<file path="src/rtl/wdt_pkg.sv">
/*
 * Shared constants and types for the windowed watchdog timer: register map,
 * field positions, reset values and prescaler ratios.
 * Assumes a 32-bit classic Wishbone slave with byte addresses on adr.
 */
package wdt_pkg;

	// Register byte offsets.
	localparam logic [7:0] OFF_CFG = 8'h00;
	localparam logic [7:0] OFF_RESET_CONTROL_REG = 8'h04;
	localparam logic [7:0] OFF_CMD = 8'h08;
	localparam logic [7:0] OFF_IST = 8'h0C;
	localparam logic [7:0] OFF_IMASK = 8'h10;
	localparam logic [7:0] OFF_COUNT = 8'h14;

	// Configuration word fields.
	localparam int CFG_ALWAYS_ON_BIT = 7;
	localparam int CFG_WIN_DIS_BIT = 6;
	localparam int CFG_PRE_BIT = 4;
	localparam int CFG_POST_LSB = 0;
	localparam int POST_W = 4;
	localparam logic [7:0] CFG_RESET = 8'hDF;
	localparam logic [7:0] CFG_WMASK = 8'hDF;

	// Reset control fields.
	localparam int RC_SWEN_BIT = 5;
	localparam int RC_TO_BIT = 4;
	localparam int RC_SLP_BIT = 3;
	localparam int RC_IDL_BIT = 2;

	// Command bits, interrupt status bits.
	localparam int CMD_CLR_BIT = 0;
	localparam int CMD_SLEEP_BIT = 1;
	localparam int CMD_IDLE_BIT = 2;
	localparam int IST_TO = 0;
	localparam int IST_WAKE = 1;
	localparam int IST_WIN = 2;
	localparam int IST_W = 3;

	// Low-power RC clock and scaler sizes.
	localparam int LOW_POWER_RC_CLOCK_FREQ_HZ = 32767;
	localparam int CNT_W = 22;
	localparam logic [CNT_W:0] PRE_DIV_SHORT = 23'h000020;
	localparam logic [CNT_W:0] PRE_DIV_LONG = 23'h000080;

	typedef enum logic [1:0] {PS_RUN, PS_SLEEP, PS_IDLE} power_state_t;

endpackage

</file>
<file path="src/rtl/wdt_scaler.sv">
/*
 * Prescaler and postscaler of the watchdog merged into one tick counter.
 * Assumes tick_i is a one-cycle pulse per low-power RC clock period.
 */
`timescale 1ns/1ps
`default_nettype none
module wdt_scaler
	import wdt_pkg::*;
(
	input wire logic clk_i,
	input wire logic rst_i,
	input wire logic clear_i,
	input wire logic tick_i,
	input wire logic pre_long_i,
	input wire logic [POST_W-1:0] post_sel_i,
	output logic expire_o,
	output logic late_o,
	output logic [CNT_W-1:0] count_o
);

	typedef struct packed {
		logic [CNT_W-1:0] cnt;
	} scaler_state_t;

	scaler_state_t s;
	scaler_state_t next_s;
	logic [CNT_W:0] span;
	logic [CNT_W:0] last;

	////////////////////////////////////////////////////////////////////////
	// One counter spans prescale times postscale, so the window quarter
	// is exact: every span is a power of two of at least 32 ticks.
	always_comb begin
		span = (pre_long_i ? PRE_DIV_LONG : PRE_DIV_SHORT) << post_sel_i;
		last = span - 23'h000001;
		expire_o = tick_i && ({1'b0, s.cnt} == last);
		late_o = {1'b0, s.cnt} >= (span - (span >> 2));
		count_o = s.cnt;
		next_s = s;
		if (clear_i) begin
			next_s.cnt = '0;
		end else if (tick_i) begin
			next_s.cnt = expire_o ? '0 : s.cnt + 22'h000001;
		end
	end

	// State register.
	always_ff @(posedge clk_i) begin
		if (rst_i) begin
			s <= '0;
		end else begin
			s <= next_s;
		end
	end

endmodule
`default_nettype wire

</file>
<file path="src/rtl/windowed_watchdog_timer.sv">
/*
 * Windowed watchdog timer with a classic Wishbone register slave.
 * Assumes the low-power RC clock arrives as a free-running pin, the CPU
 * issues clear and power-save commands through the command register, and
 * device_reset_o is fed back by the system into the CPU reset only.
 */
// The Wishbone interface to the registers and the address map were decided locally.
`timescale 1ns/1ps
`default_nettype none
module windowed_watchdog_timer
	import wdt_pkg::*;
(
	input wire logic clk_i,
	input wire logic rst_i,
	input wire logic wb_cyc_i,
	input wire logic wb_stb_i,
	input wire logic wb_we_i,
	input wire logic [7:0] wb_adr_i,
	input wire logic [3:0] wb_sel_i,
	input wire logic [31:0] wb_dat_i,
	output logic [31:0] wb_dat_o,
	output logic wb_ack_o,
	input wire logic low_power_rc_clock_clk_i,
	input wire logic clk_switch_done_i,
	output logic low_power_rc_clock_enable_o,
	output logic device_reset_o,
	output logic wake_o,
	output logic in_sleep_o,
	output logic in_idle_o,
	output logic irq_o
);

	typedef struct packed {
		logic [7:0] cfg;
		logic sw_en;
		logic to_flag;
		logic slp_flag;
		logic idl_flag;
		logic [IST_W-1:0] ist;
		logic [IST_W-1:0] imask;
		power_state_t ps;
		logic ack;
		logic [31:0] dat;
		logic irq;
		logic dev_rst;
		logic wake;
		logic low_power_rc_clock_en;
		logic asleep;
		logic idling;
		logic [2:0] sync;
	} wdt_state_t;

	wdt_state_t s;
	wdt_state_t next_s;

	logic tick;
	logic enabled;
	logic window_mode;
	logic req;
	logic wr;
	logic wr_cmd;
	logic clr_cmd;
	logic early_clear;
	logic timeout;
	logic scaler_clear;
	logic expire;
	logic late;
	logic [CNT_W-1:0] count;

	////////////////////////////////////////////////////////////////////////
	// The merged prescaler and postscaler.
	wdt_scaler i_wdt_scaler (
		.clk_i(clk_i),
		.rst_i(rst_i),
		.clear_i(scaler_clear),
		.tick_i(tick),
		.pre_long_i(s.cfg[CFG_PRE_BIT]),
		.post_sel_i(s.cfg[CFG_POST_LSB +: POST_W]),
		.expire_o(expire),
		.late_o(late),
		.count_o(count)
	);

	////////////////////////////////////////////////////////////////////////
	// Decoded conditions of the current cycle.
	always_comb begin
		// The RC clock pin is sampled, never used as a clock, so the design
		// keeps one domain; the 50 MHz clock oversamples it by far.
		tick = s.sync[1] && !s.sync[2];
		enabled = s.cfg[CFG_ALWAYS_ON_BIT] || s.sw_en;
		window_mode = !s.cfg[CFG_WIN_DIS_BIT];
		req = wb_cyc_i && wb_stb_i;
		wr = req && s.ack && wb_we_i && wb_sel_i[0];
		wr_cmd = wr && (wb_adr_i[7:2] == OFF_CMD[7:2]);
		clr_cmd = wr_cmd && wb_dat_i[CMD_CLR_BIT] && (s.ps == PS_RUN);
		early_clear = clr_cmd && enabled && window_mode && !late;
		timeout = expire && enabled;
	end

	////////////////////////////////////////////////////////////////////////
	// Next-state logic: bus access first, then hardware events, so that a
	// hardware set always wins over a software clear in the same cycle.
	always_comb begin
		next_s = s;
		next_s.ack = 1'b0;
		next_s.dev_rst = 1'b0;
		next_s.wake = 1'b0;
		next_s.sync = {s.sync[1:0], low_power_rc_clock_clk_i};
		scaler_clear = !enabled || clk_switch_done_i;

		// Bus answer: ack one cycle after the request is seen, once.
		if (req && !s.ack) begin
			next_s.ack = 1'b1;
			unique case (wb_adr_i[7:2])
				OFF_CFG[7:2]: next_s.dat = {24'h000000, s.cfg};
				OFF_RESET_CONTROL_REG[7:2]: next_s.dat = {26'h0000000, s.sw_en, s.to_flag,
					s.slp_flag, s.idl_flag, 2'h0};
				OFF_IST[7:2]: next_s.dat = {29'h00000000, s.ist};
				OFF_IMASK[7:2]: next_s.dat = {29'h00000000, s.imask};
				OFF_COUNT[7:2]: next_s.dat = {10'h000, count};
				default: next_s.dat = 32'h00000000;
			endcase
		end

		// Register writes take effect on the edge that samples ack.
		if (wr) begin
			unique case (wb_adr_i[7:2])
				OFF_CFG[7:2]: next_s.cfg = wb_dat_i[7:0] & CFG_WMASK;
				OFF_RESET_CONTROL_REG[7:2]: begin
					next_s.sw_en = wb_dat_i[RC_SWEN_BIT];
					next_s.to_flag = s.to_flag && !wb_dat_i[RC_TO_BIT];
					next_s.slp_flag = s.slp_flag && !wb_dat_i[RC_SLP_BIT];
					next_s.idl_flag = s.idl_flag && !wb_dat_i[RC_IDL_BIT];
				end
				OFF_IST[7:2]: next_s.ist = s.ist & ~wb_dat_i[IST_W-1:0];
				OFF_IMASK[7:2]: next_s.imask = wb_dat_i[IST_W-1:0];
				default: begin
				end
			endcase
		end

		// Clear command: restarts the period; an early one also resets the device below.
		if (clr_cmd) begin
			scaler_clear = 1'b1;
		end

		// Power-save entry only from normal running.
		if (wr_cmd && (s.ps == PS_RUN) && !early_clear) begin
			if (wb_dat_i[CMD_SLEEP_BIT]) begin
				next_s.ps = PS_SLEEP;
				next_s.slp_flag = 1'b1;
				scaler_clear = 1'b1;
			end else if (wb_dat_i[CMD_IDLE_BIT]) begin
				next_s.ps = PS_IDLE;
				next_s.idl_flag = 1'b1;
				scaler_clear = 1'b1;
			end
		end

		// Timeout in Sleep or Idle wakes; flags stay for software.
		if (timeout && (s.ps != PS_RUN)) begin
			next_s.ps = PS_RUN;
			next_s.wake = 1'b1;
			next_s.to_flag = 1'b1;
			next_s.ist[IST_TO] = 1'b1;
			next_s.ist[IST_WAKE] = 1'b1;
			scaler_clear = 1'b1;
		end

		// Timeout while running, or an early clear, resets the device.
		if ((timeout && (s.ps == PS_RUN)) || early_clear) begin
			next_s.dev_rst = 1'b1;
			next_s.sw_en = 1'b0;
			next_s.ps = PS_RUN;
			scaler_clear = 1'b1;
			if (timeout) begin
				next_s.to_flag = 1'b1;
				next_s.ist[IST_TO] = 1'b1;
			end
			if (early_clear) begin
				next_s.ist[IST_WIN] = 1'b1;
			end
		end

		// Registered outputs derived from the next state.
		next_s.low_power_rc_clock_en = next_s.cfg[CFG_ALWAYS_ON_BIT] || next_s.sw_en;
		next_s.irq = |(next_s.ist & next_s.imask);
		// Power state levels are kept as flops so the pins carry no decode.
		next_s.asleep = (next_s.ps == PS_SLEEP);
		next_s.idling = (next_s.ps == PS_IDLE);
	end

	////////////////////////////////////////////////////////////////////////
	// State register; fuses come up unprogrammed, so the watchdog runs.
	always_ff @(posedge clk_i) begin
		if (rst_i) begin
			s <= '0;
			s.cfg <= CFG_RESET;
			s.low_power_rc_clock_en <= 1'b1;
		end else begin
			s <= next_s;
		end
	end

	// Outputs straight from the state register.
	assign wb_dat_o = s.dat;
	assign wb_ack_o = s.ack;
	assign low_power_rc_clock_enable_o = s.low_power_rc_clock_en;
	assign device_reset_o = s.dev_rst;
	assign wake_o = s.wake;
	assign in_sleep_o = s.asleep;
	assign in_idle_o = s.idling;
	assign irq_o = s.irq;

	////////////////////////////////////////////////////////////////////////
	// Checks on the behaviour of the block.

	property p_always_on;
		@(posedge clk_i) disable iff (rst_i)
		(s.cfg[CFG_ALWAYS_ON_BIT] && !s.sw_en) |-> (low_power_rc_clock_enable_o && !scaler_clear)
			or clr_cmd or clk_switch_done_i or timeout or wr_cmd;
	endproperty
	a_always_on: assert property (p_always_on) else $error("always-on watchdog stopped");

	property p_sw_gate;
		@(posedge clk_i) disable iff (rst_i)
		(!s.cfg[CFG_ALWAYS_ON_BIT] && !s.sw_en) |-> (!low_power_rc_clock_enable_o && scaler_clear);
	endproperty
	a_sw_gate: assert property (p_sw_gate) else $error("disabled watchdog still runs");

	property p_reset_clears_en;
		@(posedge clk_i) disable iff (rst_i)
		device_reset_o |-> (!s.sw_en && count == '0);
	endproperty
	a_reset_clears_en: assert property (p_reset_clears_en) else $error("reset kept enable");

	property p_early_reset;
		@(posedge clk_i) disable iff (rst_i)
		early_clear |=> (device_reset_o && s.ist[IST_WIN]) ##1 !device_reset_o;
	endproperty
	a_early_reset: assert property (p_early_reset) else $error("early clear not punished");

	property p_late_clear_ok;
		@(posedge clk_i) disable iff (rst_i)
		(clr_cmd && late && !timeout) |=> (!device_reset_o && count == '0);
	endproperty
	a_late_clear_ok: assert property (p_late_clear_ok) else $error("late clear failed");

	property p_wake;
		@(posedge clk_i) disable iff (rst_i)
		(timeout && s.ps != PS_RUN) |=> (wake_o && !in_sleep_o && !in_idle_o && !device_reset_o);
	endproperty
	a_wake: assert property (p_wake) else $error("timeout did not wake");

	property p_flag_sticky;
		@(posedge clk_i) disable iff (rst_i)
		(s.to_flag && !(wr && wb_adr_i[7:2] == OFF_RESET_CONTROL_REG[7:2])) |=> s.to_flag;
	endproperty
	a_flag_sticky: assert property (p_flag_sticky) else $error("timeout flag lost");

	property p_run_timeout;
		@(posedge clk_i) disable iff (rst_i)
		(timeout && s.ps == PS_RUN) |=> (device_reset_o && s.to_flag && !wake_o);
	endproperty
	a_run_timeout: assert property (p_run_timeout) else $error("run timeout no reset");

	property p_sleep_entry;
		@(posedge clk_i) disable iff (rst_i)
		(wr_cmd && s.ps == PS_RUN && wb_dat_i[CMD_SLEEP_BIT] && !early_clear && !timeout)
			|=> (in_sleep_o && s.slp_flag && count == '0);
	endproperty
	a_sleep_entry: assert property (p_sleep_entry) else $error("sleep entry wrong");

	// A stopped watchdog must not creep towards a stale timeout.
	property p_disabled_hold;
		@(posedge clk_i) disable iff (rst_i)
		!enabled |=> (count == '0);
	endproperty
	a_disabled_hold: assert property (p_disabled_hold) else $error("disabled watchdog counted");

	property p_clock_switch;
		@(posedge clk_i) disable iff (rst_i)
		clk_switch_done_i |=> (count == '0);
	endproperty
	a_clock_switch: assert property (p_clock_switch) else $error("clock switch kept count");

	property p_plain_clear;
		@(posedge clk_i) disable iff (rst_i)
		(clr_cmd && !window_mode && !timeout) |=> !device_reset_o;
	endproperty
	a_plain_clear: assert property (p_plain_clear) else $error("plain mode clear reset");

	// Sleep and Idle must not freeze the count, only a timeout ends them.
	property p_sleep_counts;
		@(posedge clk_i) disable iff (rst_i)
		(s.ps != PS_RUN && enabled && tick && !expire && !clk_switch_done_i)
			|=> (count == $past(count) + 22'h000001);
	endproperty
	a_sleep_counts: assert property (p_sleep_counts) else $error("count froze in save");

	property p_save_state;
		@(posedge clk_i) disable iff (rst_i)
		(s.ps != PS_RUN && !timeout) |=> (s.ps == $past(s.ps));
	endproperty
	a_save_state: assert property (p_save_state) else $error("power state left early");

	property p_wake_pulse;
		@(posedge clk_i) disable iff (rst_i)
		wake_o |=> !wake_o;
	endproperty
	a_wake_pulse: assert property (p_wake_pulse) else $error("wake pulse too long");

	property p_reset_pulse;
		@(posedge clk_i) disable iff (rst_i)
		device_reset_o |=> !device_reset_o;
	endproperty
	a_reset_pulse: assert property (p_reset_pulse) else $error("reset pulse too long");

	property p_irq_level;
		@(posedge clk_i) disable iff (rst_i)
		irq_o == |(s.ist & s.imask);
	endproperty
	a_irq_level: assert property (p_irq_level) else $error("interrupt level wrong");

	property p_clock_enable;
		@(posedge clk_i) disable iff (rst_i)
		low_power_rc_clock_enable_o == (s.cfg[CFG_ALWAYS_ON_BIT] || s.sw_en);
	endproperty
	a_clock_enable: assert property (p_clock_enable) else $error("RC clock enable wrong");

endmodule
`default_nettype wire

</file>
<file path="config.mk">
export PLATFORM = sky130hd
export DESIGN_NAME = windowed_watchdog_timer
export DESIGN_NICKNAME = d
export VERILOG_FILES = /design/src/rtl/wdt_pkg.sv /design/src/rtl/wdt_scaler.sv /design/src/rtl/windowed_watchdog_timer.sv
export SDC_FILE = /design/constraint.sdc
export NUM_CORES = 1
export LEC_CHECK = 0
export ABC_AREA = 1
export BUFFER_PORTS_ARGS = -buffer_cell sky130_fd_sc_hd__buf_4
export CAP_MARGIN = 20
export CORE_ASPECT_RATIO = 2
export CORE_MARGIN = 10
export CORE_UTILIZATION = 59
export CTS_CLUSTER_DIAMETER = 30
export DETAILED_ROUTE_END_ITERATION = 10
export PLACE_DENSITY = 0.83
export SLEW_MARGIN = 20
export SYNTH_ARGS = -nofsm -noshare
export SYNTH_HDL_FRONTEND = slang
export SYNTH_SLANG_ARGS = --single-unit
</file>
<file path="constraint.sdc">
create_clock -name clk_i -period 4.6 [get_ports clk_i]
set_clock_uncertainty 0.2 [all_clocks]
set_input_delay 0.46 -clock clk_i [delete_from_list [all_inputs] [get_ports clk_i]]
set_output_delay 0.46 -clock clk_i [all_outputs]
set_load 0.05 [all_outputs]
</file>
==> impl_metrics.json <==
{
  "clockRootBuffer": "clkbuf_16",
  "synth_top_area_cell": "dfxtp_1",
  "port_buffers": 50,
  "yosysTopAreaCellShare_pct": 24.0,
  "worst_setup_path_end_kind": "register",
  "report.final.slew_viol_count": 0,
  "crit_arrival_ns": 4.46,
  "p_per_area_mw_per_mm2": 212,
  "wire_per_inst_microns": 18.6,
  "ir_drop_mv": 0.204,
  "post-route-period-util_pct": 95.6,
  "cts_buffers": 9,
  "syn_to_final_growth_pct": 16.5,
  "start_kind": "register",
  "synthCells": 900,
  "place_congestion": 1.10,
  "p_leak_nw": 3.42,
  "synth_adder_area_share_pct": 8.03,
  "crit_top_cell": "nand2_1",
  "fp.dieH_microns": 164,
  "synth_top_family_by_area": "simple AND/OR/NAND/NOR gates",
  "synth-edff-count": 0,
  "cp.required_ns": 4.67,
  "ant_nets": 0,
  "grt_util_all_layers_pct": 26.1,
  "vias_per_cell": 5.80,
  "overflow": 0,
  "clockBufferDepth": 2,
  "nets": 1042,
  "hold_path_class": "in -> reg",
  "seq_area_frac_synth_pct": 24.0,
  "drc_errors": 0,
  "dr_total_vias": 6329,
  "worst_pin_slew_ns": 0.863,
  "syn_area_sq_mm": 0.00608,
  "async_flop_share_pct": 0,
  "mostFrequentLayoutCells": "nand2_1 (220), inv_1 (105), buf_4 (81)",
  "tns_ns": 0,
  "htreeDepth": 3,
  "worstPathMaxFanout": 11,
  "clock_sinks": 73,
  "clk_latency_ns": 0.34,
  "synth_xor_area_share_pct": 6.46,
  "fmax_mhz": 227,
  "synth.distinct_cells": 51,
  "floorplan.initialDensity_pct": 60.3,
  "report.power.total_mw": 1.50,
  "std_cell_rows": 52,
  "grt_max_degree": 38,
  "grt_pass1_vias": 6174,
  "cts_tree": "yes",
  "synth-simple-area-share_pct": 36.1,
  "hold_viol": 0,
  "dr.pass1.iters": 5,
  "synthTopCellsByArea": "dfxtp_1 (24%), nand2_1 (14%), ha_1 (8.0%)",
  "synth_compound_area_share_pct": 12.1,
  "ys.flop_type": "dfxtp_1",
  "final_common_cell": "nand2_1",
  "critPathSlowestCell": "ha_1",
  "slowest_delay_ns": 0.40,
  "grt_pass1_wl_microns": 31300,
  "synth-seq-cells": 73,
  "syn_avg_cell_area_sq_um": 6.76,
  "wirelength_microns": 20300,
  "crit_type": "reg -> reg",
  "yosysWarnings": 0,
  "die_x_microns": 91.8,
  "boundaryPins": 90,
  "drt_iter0_drc": 556,
  "cap_viol_max_count": 0,
  "num_antenna_cells": 0,
  "finalSetupViolations": 0,
  "status": "completed",
  "place_hpwl_microns": 15600,
  "final_layout_size_suffix_gt1_share_pct": 20.9,
  "antenna_found_initial": 0,
  "core_sq_mm": 0.0101,
  "die-area_sq_mm": 0.0150,
  "hold_buffers": 0,
  "fin_crit_ns": 4.40,
  "maxSlewHeadroom_pct": 42.2,
  "muxShareOfSynthArea_pct": 0,
  "path_clk_slew_ns": 0.06
}
sequential cells by signal, indices dropped and copies added, names as in the netlist:
name	count
i_wdt_scaler.count_o	22
wb_dat_o	22
s	20
next_s	2
device_reset_o	1
in_idle_o	1
in_sleep_o	1
irq_o	1
low_power_rc_clock_enable_o	1
wake_o	1
wb_ack_o	1
per-stage QoR:
stage / cells / utilization (%) / area (sq um) / hold slack [ns] / setup WS, ns
after floorplan: 909 / - / 6110 / 0.188 / 0.464
after global routing: 1092 / 70.2 / 7080 / 0.157 / -0.106
after detailed placement: 1069 / 64.7 / 6530 / 0.209 / 0.0193
final: 1092 / 70.2 / 7080 / 0.138 / 0.202
after CTS: 1085 / 67.9 / 6840 / 0.144 / 0.0322
after global placement: 1069 / 64.7 / 6530 / 0.204 / 0.102
logic make-up after synthesis:
group                      Yosys count
other                                1
buffers and inverters              167
and+or+nand+nor                    445
AOI/OAI and AO/OA                  131
adders and majority gates           39
DFF                                 73
xor gates and xnor gates            44
critical path, delay by kind of cell (launching register included):
family	cells	cell delay (ns)
adders and majority gates	2	0.67
buffers and inverters	3	0.59
and+or+nand+nor	22	2.09
AOI/OAI and AO/OA	2	0.43
DFF	1	0.34
per-layer routing:
metal	GRT usage, %	vias to the layer above	wire [microns]
li1	-	3004	-
met1	23.7	2898	6640
met4	20.4	0	1850
met5	0	-	0
met3	3.77	113	1080
met2	49.9	314	10800
synthesized netlist by cell type, types with 3 or more instances:
cell type,count
nand3b_1,3
o21ai_0,41
buf_6,5
xor2_1,24
nor2_4,7
nand4_2,4
a21o_1,6
nand3_1,51
nand3_2,5
nor2_1,62
dfxtp_1,73
a21oi_1,57
nor3_2,21
buf_4,34
nand4_1,17
nor2_2,4
inv_2,7
o211ai_1,9
inv_1,106
clkbuf_1,10
ha_1,39
xnor2_1,19
buf_2,3
nand2_1,229
nor4_1,4
a22oi_1,3
nand2_2,10
nor3_1,18
what timing repair did:
action,4_1_cts,5_1_grt
setup buffers,0,5
endpoints found under the setup margin,1,32
pin swaps,0,9
gates resized for setup,1,38
gates cloned,0,2
final cells by class:
class | count | area (sq um)
clock buffer | 11 | 253
timing repair buffer | 85 | 698
sequential | 73 | 1470
tap | 135 | 169
multi-input combinational | 669 | 3990
inverter | 114 | 438
fill | 864 | 3000
clock inverter | 5 | 62.6
where the power goes:
group / switching (mW) / internal (mW) / leakage, nW
clock network: 0.273 / 0.452 / 0.148
registers: 0.00504 / 0.640 / 0.590
logic: 0.0939 / 0.0376 / 2.68
total: 0.372 / 1.13 / 3.42
final timing paths:
check | start | to | slack, ns | depth (start not counted)
worst max-delay path | s[57] | i_wdt_scaler.count_o[4] | 0.20 | 29
worst min-delay path | wb_dat_i[6] | s[60] | 0.14 | 3
worst max register to register | s[57] | i_wdt_scaler.count_o[4] | 0.20 | 29
worst min register to register | next_s[1] | next_s[2] | 0.22 | 2
Power figures use the tool's default switching activity.
